## config.mk

```make
export PLATFORM = sky130hd
export DESIGN_NAME = sos_output_select
export DESIGN_NICKNAME = d
export VERILOG_FILES = /design/src/logic/sos_pkg.sv /design/src/logic/sos_pin_sync.sv /design/src/logic/sos_output_select.sv
export SDC_FILE = /design/constraint.sdc
export NUM_CORES = 1
export LEC_CHECK = 0
export ABC_AREA = 1
export BUFFER_PORTS_ARGS = -buffer_cell sky130_fd_sc_hd__buf_4
export CAP_MARGIN = 40
export CORE_ASPECT_RATIO = 0.5
export CORE_MARGIN = 2
export CORE_UTILIZATION = 50
export DETAILED_ROUTE_END_ITERATION = 7
export PLACE_DENSITY = 0.79
export SETUP_SLACK_MARGIN = 0.4
export SLEW_MARGIN = 40
export SYNTH_ARGS = -nofsm -noshare
export SYNTH_HDL_FRONTEND = slang
export SYNTH_SLANG_ARGS = --single-unit
```

## constraint.sdc

```tcl
create_clock -name CLOCK -period 2.55 [get_ports CLOCK]
set_input_delay 0 -clock CLOCK [delete_from_list [all_inputs] [get_ports CLOCK]]
set_output_delay 0 -clock CLOCK [all_outputs]
set_load 0.05 [all_outputs]
```

## src/logic/sos_pkg.sv

```systemverilog
package sos_pkg;
	// input sync modes (selects where the horizontal and vertical inputs come from)
	typedef enum logic [1:0] {
		SOS_MODE_NONE = 2'h0,
		SOS_MODE_SOG = 2'h1,
		SOS_MODE_COMP = 2'h2,
		SOS_MODE_SEP = 2'h3
	} sos_mode_e;

	// horizontal output source
	typedef enum logic [1:0] {
		SOS_H_PLAIN = 2'h0,
		SOS_H_DBL = 2'h1,
		SOS_H_CLAMP = 2'h2,
		SOS_H_GEN = 2'h3
	} sos_hsel_e;

	// selection word as written by software
	typedef struct packed {
		sos_mode_e mode;
		sos_hsel_e hsel;
		logic fall_mod;
		logic h_sync;
		logic vgen;
		logic hfb_inv;
		logic vfb_inv;
	} sos_cfg_s;

	// raw pins and internal sources feeding the block
	typedef struct packed {
		logic hfb;
		logic vfb;
		logic green_cs;
		logic horiz_cs;
		logic vpin;
		logic sep_vert;
		logic dbl_removed;
		logic clamp;
		logic gen_h;
		logic gen_v;
		logic delay_cmp_b;
	} sos_src_s;

	// register map of the plain register port
	localparam logic [3:0] SOS_REG_SEL = 4'h0;
	localparam logic [3:0] SOS_REG_CTRL = 4'h1;
	localparam logic [3:0] SOS_REG_STAT = 4'h2;
	localparam int SOS_CFG_W = 9;
	localparam logic [8:0] SOS_CFG_RESET = 9'h000;
	localparam int SOS_SYNC_STAGES = 3;
	localparam int SOS_SRC_W = 11;
endpackage : sos_pkg

```

## src/logic/sos_pin_sync.sv

```systemverilog
// three-stage synchroniser; a change is taken once stages two and three agree
module sos_pin_sync #(
	parameter int W = 1
) (
	input wire logic clk, // system clock
	input wire logic nrst, // async reset, low
	input wire logic [W-1:0] din, // asynchronous pins
	output logic [W-1:0] dout // filtered level
);
	logic [W-1:0] s1;
	logic [W-1:0] s2;
	logic [W-1:0] s3;
	wire [W-1:0] agree = ~(s2 ^ s3);
	wire [W-1:0] next_dout = (agree & s3) | (~agree & dout);

	// first stage feeds only the second
	always_ff @(posedge clk or negedge nrst) begin
		if (!nrst) begin
			s1 <= '0;
			s2 <= '0;
			s3 <= '0;
			dout <= '0;
		end else begin
			s1 <= din;
			s2 <= s1;
			s3 <= s2;
			dout <= next_dout;
		end
	end
endmodule : sos_pin_sync

```

## src/logic/sos_output_select.sv

```systemverilog
// Design decisions made here: the placing of the registers and the strobed register port.
module sos_output_select (
	input wire logic CLOCK, // system clock 25 MHz
	input wire logic NRST, // async reset, low
	input wire logic [3:0] ADDR, // register index
	input wire logic [15:0] WDATA, // write data
	input wire logic WR, // write strobe
	input wire logic RD, // read strobe
	output logic [15:0] RDATA, // read data, cycle after RD
	input wire logic HFB_IN, // horizontal flyback pin
	input wire logic VFB_IN, // vertical flyback pin
	input wire logic GREEN_CS_IN, // green composite sync pin
	input wire logic HORIZ_CS_IN, // horizontal/composite sync pin
	input wire logic VPIN_IN, // dedicated vertical sync pin
	input wire logic SEP_VERT, // separated vertical pulse
	input wire logic DBL_REMOVED, // input with doubled pulses removed
	input wire logic HORIZ_CLAMP, // interval clamp signal
	input wire logic GEN_H, // generated horizontal sync
	input wire logic GEN_V, // generated vertical sync
	input wire logic DELAY_CMP_B, // vertical delay timer compare b pulse
	output logic HORIZ_SYNC_OUT, // horizontal sync out
	output logic VERT_SYNC_OUT, // vertical sync out
	output logic COMP_BLANK_OUT // composite blanking out
);
	sos_pkg::sos_cfg_s cfg;
	sos_pkg::sos_src_s src;
	logic [4:0] pins;
	logic vert_wave;
	logic vert_in_q;
	logic horiz_in_q;
	logic vert_aligned;

	// pins cross from outside the clock domain
	sos_pin_sync #(
		.W(5)
	) u_sync (
		.clk(CLOCK),
		.nrst(NRST),
		.din({HFB_IN, VFB_IN, GREEN_CS_IN, HORIZ_CS_IN, VPIN_IN}),
		.dout(pins)
	);

	// internal sources come from same-clock timer logic
	assign src = '{hfb: pins[4], vfb: pins[3], green_cs: pins[2], horiz_cs: pins[1],
		vpin: pins[0], sep_vert: SEP_VERT, dbl_removed: DBL_REMOVED, clamp: HORIZ_CLAMP,
		gen_h: GEN_H, gen_v: GEN_V, delay_cmp_b: DELAY_CMP_B};

	// polarity-corrected flybacks
	// inversion control
	wire hfb_pos = src.hfb ^ cfg.hfb_inv;
	wire vfb_pos = src.vfb ^ cfg.vfb_inv;

	// horizontal input chosen by mode
	// mode sources
	wire horiz_in = (cfg.mode == sos_pkg::SOS_MODE_NONE) ? src.hfb :
		(cfg.mode == sos_pkg::SOS_MODE_SOG) ? src.green_cs : src.horiz_cs;

	// vertical input chosen by mode
	// vertical sources
	wire vert_in = (cfg.mode == sos_pkg::SOS_MODE_NONE) ? src.vfb :
		(cfg.mode == sos_pkg::SOS_MODE_SEP) ? src.vpin : src.sep_vert;

	// edges of the chosen inputs
	wire vert_rise = vert_in & ~vert_in_q;
	wire vert_fall = ~vert_in & vert_in_q;
	wire horiz_rise = horiz_in & ~horiz_in_q;

	// set on rise, reset on fall or compare
	wire next_vert_wave = vert_rise ? 1'b1 :
		(cfg.fall_mod ? (src.delay_cmp_b ? 1'b0 : vert_wave) :
		(vert_fall ? 1'b0 : vert_wave));

	// fall held until the next horizontal rise; rise passes at once
	// horizontal alignment
	wire next_vert_aligned = next_vert_wave ? 1'b1 : (horiz_rise ? 1'b0 : vert_aligned);

	wire vert_mod = cfg.h_sync ? vert_aligned : vert_wave;

	wire next_vert_out = cfg.vgen ? src.gen_v : vert_mod;

	// horizontal source select; clamp covers both clamp meanings
	wire next_horiz_out = (cfg.hsel == sos_pkg::SOS_H_PLAIN) ? horiz_in :
		(cfg.hsel == sos_pkg::SOS_H_DBL) ? src.dbl_removed :
		(cfg.hsel == sos_pkg::SOS_H_CLAMP) ? src.clamp : src.gen_h;

	// blanking is an or of three terms
	wire next_blank = hfb_pos | vfb_pos | next_vert_out;

	// register decode
	wire sel_wr = WR && (ADDR == sos_pkg::SOS_REG_SEL);
	wire ctrl_wr = WR && (ADDR == sos_pkg::SOS_REG_CTRL);
	wire [15:0] next_rdata = (ADDR == sos_pkg::SOS_REG_SEL) ?
		{11'h000, cfg.mode, cfg.hsel, cfg.vgen} :
		(ADDR == sos_pkg::SOS_REG_CTRL) ?
		{11'h000, cfg.fall_mod, cfg.h_sync, cfg.hfb_inv, cfg.vfb_inv, 1'b0} :
		(ADDR == sos_pkg::SOS_REG_STAT) ?
		{11'h000, src.hfb, src.vfb, HORIZ_SYNC_OUT, VERT_SYNC_OUT, COMP_BLANK_OUT} :
		16'h0000;

	// selections registered, reset to plain input
	always_ff @(posedge CLOCK or negedge NRST) begin
		if (!NRST) begin
			cfg <= sos_pkg::SOS_CFG_RESET;
		end else begin
			if (sel_wr) begin
				cfg.mode <= sos_pkg::sos_mode_e'(WDATA[4:3]);
				cfg.hsel <= sos_pkg::sos_hsel_e'(WDATA[2:1]);
				cfg.vgen <= WDATA[0];
			end
			if (ctrl_wr) begin
				cfg.fall_mod <= WDATA[4];
				cfg.h_sync <= WDATA[3];
				cfg.hfb_inv <= WDATA[2];
				cfg.vfb_inv <= WDATA[1];
			end
		end
	end

	// read data only in the cycle after the strobe
	always_ff @(posedge CLOCK or negedge NRST) begin
		if (!NRST) begin
			RDATA <= 16'h0000;
		end else begin
			RDATA <= RD ? next_rdata : 16'h0000;
		end
	end

	// waveform state and outputs
	always_ff @(posedge CLOCK or negedge NRST) begin
		if (!NRST) begin
			vert_in_q <= 1'b0;
			horiz_in_q <= 1'b0;
			vert_wave <= 1'b0;
			vert_aligned <= 1'b0;
			HORIZ_SYNC_OUT <= 1'b0;
			VERT_SYNC_OUT <= 1'b0;
			COMP_BLANK_OUT <= 1'b0;
		end else begin
			vert_in_q <= vert_in;
			horiz_in_q <= horiz_in;
			vert_wave <= next_vert_wave;
			vert_aligned <= next_vert_aligned;
			HORIZ_SYNC_OUT <= next_horiz_out;
			VERT_SYNC_OUT <= next_vert_out;
			COMP_BLANK_OUT <= next_blank;
		end
	end

	horiz_plain_a: assert property (@(posedge CLOCK) disable iff (!NRST)
		cfg.hsel == sos_pkg::SOS_H_PLAIN |=> HORIZ_SYNC_OUT == $past(horiz_in))
		else $error("horizontal plain path wrong");

	horiz_flyback_a: assert property (@(posedge CLOCK) disable iff (!NRST)
		cfg.mode == sos_pkg::SOS_MODE_NONE && cfg.hsel == sos_pkg::SOS_H_PLAIN
		|=> HORIZ_SYNC_OUT == $past(src.hfb))
		else $error("flyback not passed");

	horiz_clamp_a: assert property (@(posedge CLOCK) disable iff (!NRST)
		cfg.hsel == sos_pkg::SOS_H_CLAMP |=> HORIZ_SYNC_OUT == $past(src.clamp))
		else $error("clamp not passed");

	horiz_double_a: assert property (@(posedge CLOCK) disable iff (!NRST)
		cfg.hsel == sos_pkg::SOS_H_DBL |=> HORIZ_SYNC_OUT == $past(src.dbl_removed))
		else $error("double removal not passed");

	horiz_comp_a: assert property (@(posedge CLOCK) disable iff (!NRST)
		cfg.mode == sos_pkg::SOS_MODE_COMP && cfg.hsel == sos_pkg::SOS_H_PLAIN
		|=> HORIZ_SYNC_OUT == $past(src.horiz_cs))
		else $error("composite not passed");

	vert_gen_a: assert property (@(posedge CLOCK) disable iff (!NRST)
		cfg.vgen |=> VERT_SYNC_OUT == $past(src.gen_v))
		else $error("generated vertical not passed");

	// separate plain vertical follows pin with two-cycle lag
	vert_sep_a: assert property (@(posedge CLOCK) disable iff (!NRST)
		(cfg.mode == sos_pkg::SOS_MODE_SEP && !cfg.vgen && !cfg.fall_mod && !cfg.h_sync) [*3]
		|-> VERT_SYNC_OUT == $past(src.vpin, 2))
		else $error("vertical pin not passed");

	vert_fall_a: assert property (@(posedge CLOCK) disable iff (!NRST)
		cfg.fall_mod && src.delay_cmp_b && !vert_rise |=> !vert_wave)
		else $error("compare did not end pulse");

	horiz_sog_a: assert property (@(posedge CLOCK) disable iff (!NRST)
		cfg.mode == sos_pkg::SOS_MODE_SOG && cfg.hsel == sos_pkg::SOS_H_PLAIN
		|=> HORIZ_SYNC_OUT == $past(src.green_cs))
		else $error("green sync not passed");

	horiz_sep_a: assert property (@(posedge CLOCK) disable iff (!NRST)
		cfg.mode == sos_pkg::SOS_MODE_SEP && cfg.hsel == sos_pkg::SOS_H_PLAIN
		|=> HORIZ_SYNC_OUT == $past(src.horiz_cs))
		else $error("separate sync not passed");

	horiz_gen_a: assert property (@(posedge CLOCK) disable iff (!NRST)
		cfg.hsel == sos_pkg::SOS_H_GEN |=> HORIZ_SYNC_OUT == $past(src.gen_h))
		else $error("generated horizontal not passed");

	// rise of the chosen input starts the pulse
	vert_rise_a: assert property (@(posedge CLOCK) disable iff (!NRST)
		vert_rise |=> vert_wave)
		else $error("rise did not start pulse");

	vert_plain_fall_a: assert property (@(posedge CLOCK) disable iff (!NRST)
		!cfg.fall_mod && vert_fall && !vert_rise |=> !vert_wave)
		else $error("fall did not end pulse");

	vert_wave_a: assert property (@(posedge CLOCK) disable iff (!NRST)
		!cfg.vgen && !cfg.h_sync |=> VERT_SYNC_OUT == $past(vert_wave))
		else $error("vertical waveform not passed");

	// aligned vertical follows the aligned copy
	vert_align_a: assert property (@(posedge CLOCK) disable iff (!NRST)
		!cfg.vgen && cfg.h_sync |=> VERT_SYNC_OUT == $past(vert_aligned))
		else $error("aligned vertical not passed");

	// held fall waits for the horizontal rise
	vert_hold_a: assert property (@(posedge CLOCK) disable iff (!NRST)
		vert_aligned && !horiz_rise |=> vert_aligned)
		else $error("aligned fall came early");

	hblank_inv_a: assert property (@(posedge CLOCK) disable iff (!NRST)
		cfg.hfb_inv && !src.hfb |=> COMP_BLANK_OUT)
		else $error("horizontal inversion ignored");

	vblank_inv_a: assert property (@(posedge CLOCK) disable iff (!NRST)
		cfg.vfb_inv && !src.vfb |=> COMP_BLANK_OUT)
		else $error("vertical inversion ignored");

	blank_or_a: assert property (@(posedge CLOCK) disable iff (!NRST)
		##1 COMP_BLANK_OUT == ($past(hfb_pos) | $past(vfb_pos) | VERT_SYNC_OUT))
		else $error("blanking wrong");
endmodule : sos_output_select

```

==> impl_metrics.env <==
export IMPL_routed_wire_length_per_instance_um=12.2
export IMPL_synthesis_stage_register_bit_count=41
export IMPL_die_width_um=86.0
export IMPL_hpwlAfterDp_um=2170
export IMPL_detail_route_antenna_nets=0
export IMPL_antenna_cells=0
export IMPL_clkTransAtPathRegs_ns=0.08
export IMPL_site_row_count=14
export IMPL_maxClockFrequency_mhz=944
export IMPL_detail_route_iter0_violations=65
export IMPL_worstPathArrival_ns=1.23
export IMPL_clock_tree_htree_level_count=2
export IMPL_synth_simple_gate_area_share_pct=19.2
export IMPL_report_final_slew_viol_count=0
export IMPL_cts_hold_repair_buffers=13
export IMPL_cts_sinks=41
export IMPL_fill_cells=242
export IMPL_crit_path_max_incr_delay_ns=0.44
export IMPL_setup_repair_after_global_routing_missed_its_margin="no"
export IMPL_core_area_um2=3100
export IMPL_clock_root_buffer="clkbuf_8"
export IMPL_path_max_fanout=6
export IMPL_post_syn_area_per_cell_um2=9.95
export IMPL_pin_count_of_the_biggest_net_entering_global_routing=42
export IMPL_synth_area_mux_share_pct=0
export IMPL_num_io_pins=54
export IMPL_net_switching_power_w=0.000508
export IMPL_max_cap_violations=0
export IMPL_power_sequential_fraction_pct=51.5
export IMPL_critical_path_required_ns=2.72
export IMPL_antenna_found_initial=0
export IMPL_totalNegativeSetupSlack_ns=0
export IMPL_cts_repair_resize_count=0
export IMPL_residual_drc=0
export IMPL_synth_xor_area_share_pct=0.521
export IMPL_share_clk_of_total_power_pct=25.9
export IMPL_gpl_final_weighted_congestion=0.834
export IMPL_vias_in_the_first_global_route=1275
export IMPL_synth_yosys_warnings=0
export IMPL_critPathBufInv=1
export IMPL_max_clock_path_buffers=2
export IMPL_main_combinational_cell_family_by_area_after_synthesis="simple AND/OR/NAND/NOR gates"
export IMPL_firstDrtPassIters=4
export IMPL_combPwrFrac_pct=22.7
export IMPL_total_power_w=0.00156
export IMPL_final_period_utilization_pct=41.5
export IMPL_port_buffer_count=31
export IMPL_power_leakage_nw=1.08
export IMPL_final_hold_violations=0
export IMPL_layout_drive_gt1_share_pct=24.1
export IMPL_setup_viol_count_final=0
export IMPL_avgViaCountPerCell=4.82
export IMPL_critPathSlowestCell="dfrtp_1"
export IMPL_cpLargestDelayFamily="flip-flops"
export IMPL_netlist_instances=169
export IMPL_start_util_pct=54.2
export IMPL_setup_worst_path_end_class="flop"
export IMPL_synth_compound_gate_area_share_pct=6.47
export IMPL_max_vdd_ir_drop_mv=0.434
export IMPL_sw_frac_of_total_pct=32.5
export IMPL_finalWirelength_um=3170
export IMPL_grt_remaining_overflow=0
export IMPL_worstHoldPathType="input port to flop"
export IMPL_synth_seq_area_share_pct=61.0
export IMPL_layout_min_cycle_time_ns=1.06
export IMPL_insertion_delay_ns=0.29
export IMPL_synthAdderAreaFrac_pct=2.98
export IMPL_cts_buffers_inserted=5
export IMPL_timing_worst_setup_path_type="flop to flop"
export IMPL_power_per_cell_area_nw_per_um2=732
export IMPL_power_internal_w=0.00105
export IMPL_die_area_um2=3870
export IMPL_global_route_usage_total_pct=18.7
export IMPL_cp_cell_sequence="inv_2, nand2_1, nand3_1, nand3_1, nand2_1, nand3_1"
export IMPL_fp_dieH_um=45.0
export IMPL_grt_first_pass_wirelength_um=5400
export IMPL_syn_to_final_growth_pct=27.0
export IMPL_finish_net_count=254
export IMPL_synth_cell_type_count=24
export IMPL_outcome="completed"
export IMPL_clock_tree_from_tritoncts="yes"
export IMPL_num_vias=1252
export IMPL_kind_of_launch_point_of_the_worst_setup_path="flop"
export IMPL_synth_area_um2=1680
export IMPL_postCtsSetupBuffers=0
export IMPL_fin_skew_ns=0.00740
export IMPL_path_common_cell="nand3_1"
[synth_stat cells]
cell      number  share of area, %
inv_1         15               3.3
o211ai_1       1              0.45
a21oi_1        4               1.2
buf_4         11               4.9
nor3_4         1              0.97
nor2_2         1              0.37
dfrtp_1       41                61
nand3_1        9               2.7
a21oi_2        1              0.52
nor2_1         2              0.45
or2_0          1              0.37
inv_2          6               1.3
nand2_2        2              0.74
conb_1         1              0.22
a21boi_1       1              0.45
and2_1         1              0.37
nor2_4         1              0.67
maj3_1         5               3.0
xnor2_1        1              0.52
o21ai_1        9               2.7
o21ai_0        4               1.2
nand4_1        2              0.74
nand2_1       47                10
nand2_4        2               1.3
[layer usage]
metal	GRT usage [%]	vias to the layer above	part of all wire, %
li1	-	610	-
met1	20.5	591	41
met2	34.3	47	50
met3	6.22	4	7.6
met4	8.25	0	1.0
met5	0	-	0
[power by group through the flow]
stage	Sequential, W	Combinational, W	Clock [W]
5_1_grt	0.000815	0.000394	0.000447
3_5_place_dp	0.000816	0.000337	0
4_1_cts	0.000804	0.000355	0.000421
3_3_place_gp	0.000809	0.000327	0
2_1_floorplan	0.000852	0.000199	0
6_report	0.000804	0.000354	0.000404
[layout by cell type, fill, tap and decap left out, types with 2 or more instances in the layout]
cell type	n
nand2_1	47
dlygate4sd3_1	13
a21oi_1	4
clkbuf_8	5
inv_1	15
clkinv_2	2
nand2_2	2
nand4_1	2
dfrtp_1	41
nand3_1	9
inv_2	6
maj3_1	5
nand2_4	2
o21ai_0	4
nor2_1	2
buf_4	31
o21ai_1	9
conb_1	11
[stage by stage]
stage	cells	worst slack [ns]	cell area [um^2]	hold WS [ns]	utilization (%)
2_1_floorplan	179	1.58	1720	-0.296	-
3_3_place_gp	239	1.53	1920	-0.00172	61.9
3_5_place_dp	239	1.50	1920	0.00684	61.9
4_1_cts	260	1.49	2140	0.00812	68.9
5_1_grt	260	1.40	2140	0.0348	68.9
6_report	260	1.49	2140	0.0209	68.9
[final timing paths]
kind,startpoint,endpoint,slack (ns),cells after the start
setup / recovery,cfg[8],vert_aligned,1.49,6
hold / removal,ADDR[1],RDATA[0],0.02,3
setup reg to reg,cfg[8],vert_aligned,1.49,6
hold reg to reg,u_sync.s1[2],u_sync.s2[2],0.35,0
max in group asynchronous,NRST,u_sync.s3[2],1.98,2
min in group asynchronous,NRST,cfg[8],0.23,2
[kinds of logic after synthesis]
| group | after synthesis |
|---|---|
| and+or+nand+nor | 69 |
| DFF | 41 |
| buffers and inverters | 32 |
| AOI/OAI and AO/OA | 20 |
| adders and majority gates | 5 |
| xor gates and xnor gates | 1 |
| other | 1 |
[worst register-to-register path: cells and delay by family, from the launching register on]
family | cells | cell delay, ns
DFF | 1 | 0.44
buffers and inverters | 1 | 0.10
and+or+nand+nor | 5 | 0.41
[area by class of cell]
| type | instances | area, um^2 | area share (%) |
|---|---|---|---|
| Clock buffer | 5 | 68.8 | 3.22 |
| Clock inverter | 3 | 17.5 | 0.820 |
| Inverter | 21 | 78.8 | 3.69 |
| Multi-Input combinational cell | 106 | 532 | 24.9 |
| Sequential cell | 41 | 1030 | 48.0 |
| Tap cell | 40 | 50.0 | 2.34 |
| Timing Repair Buffer | 44 | 363 | 17.0 |
Power figures use the tool's default switching activity.
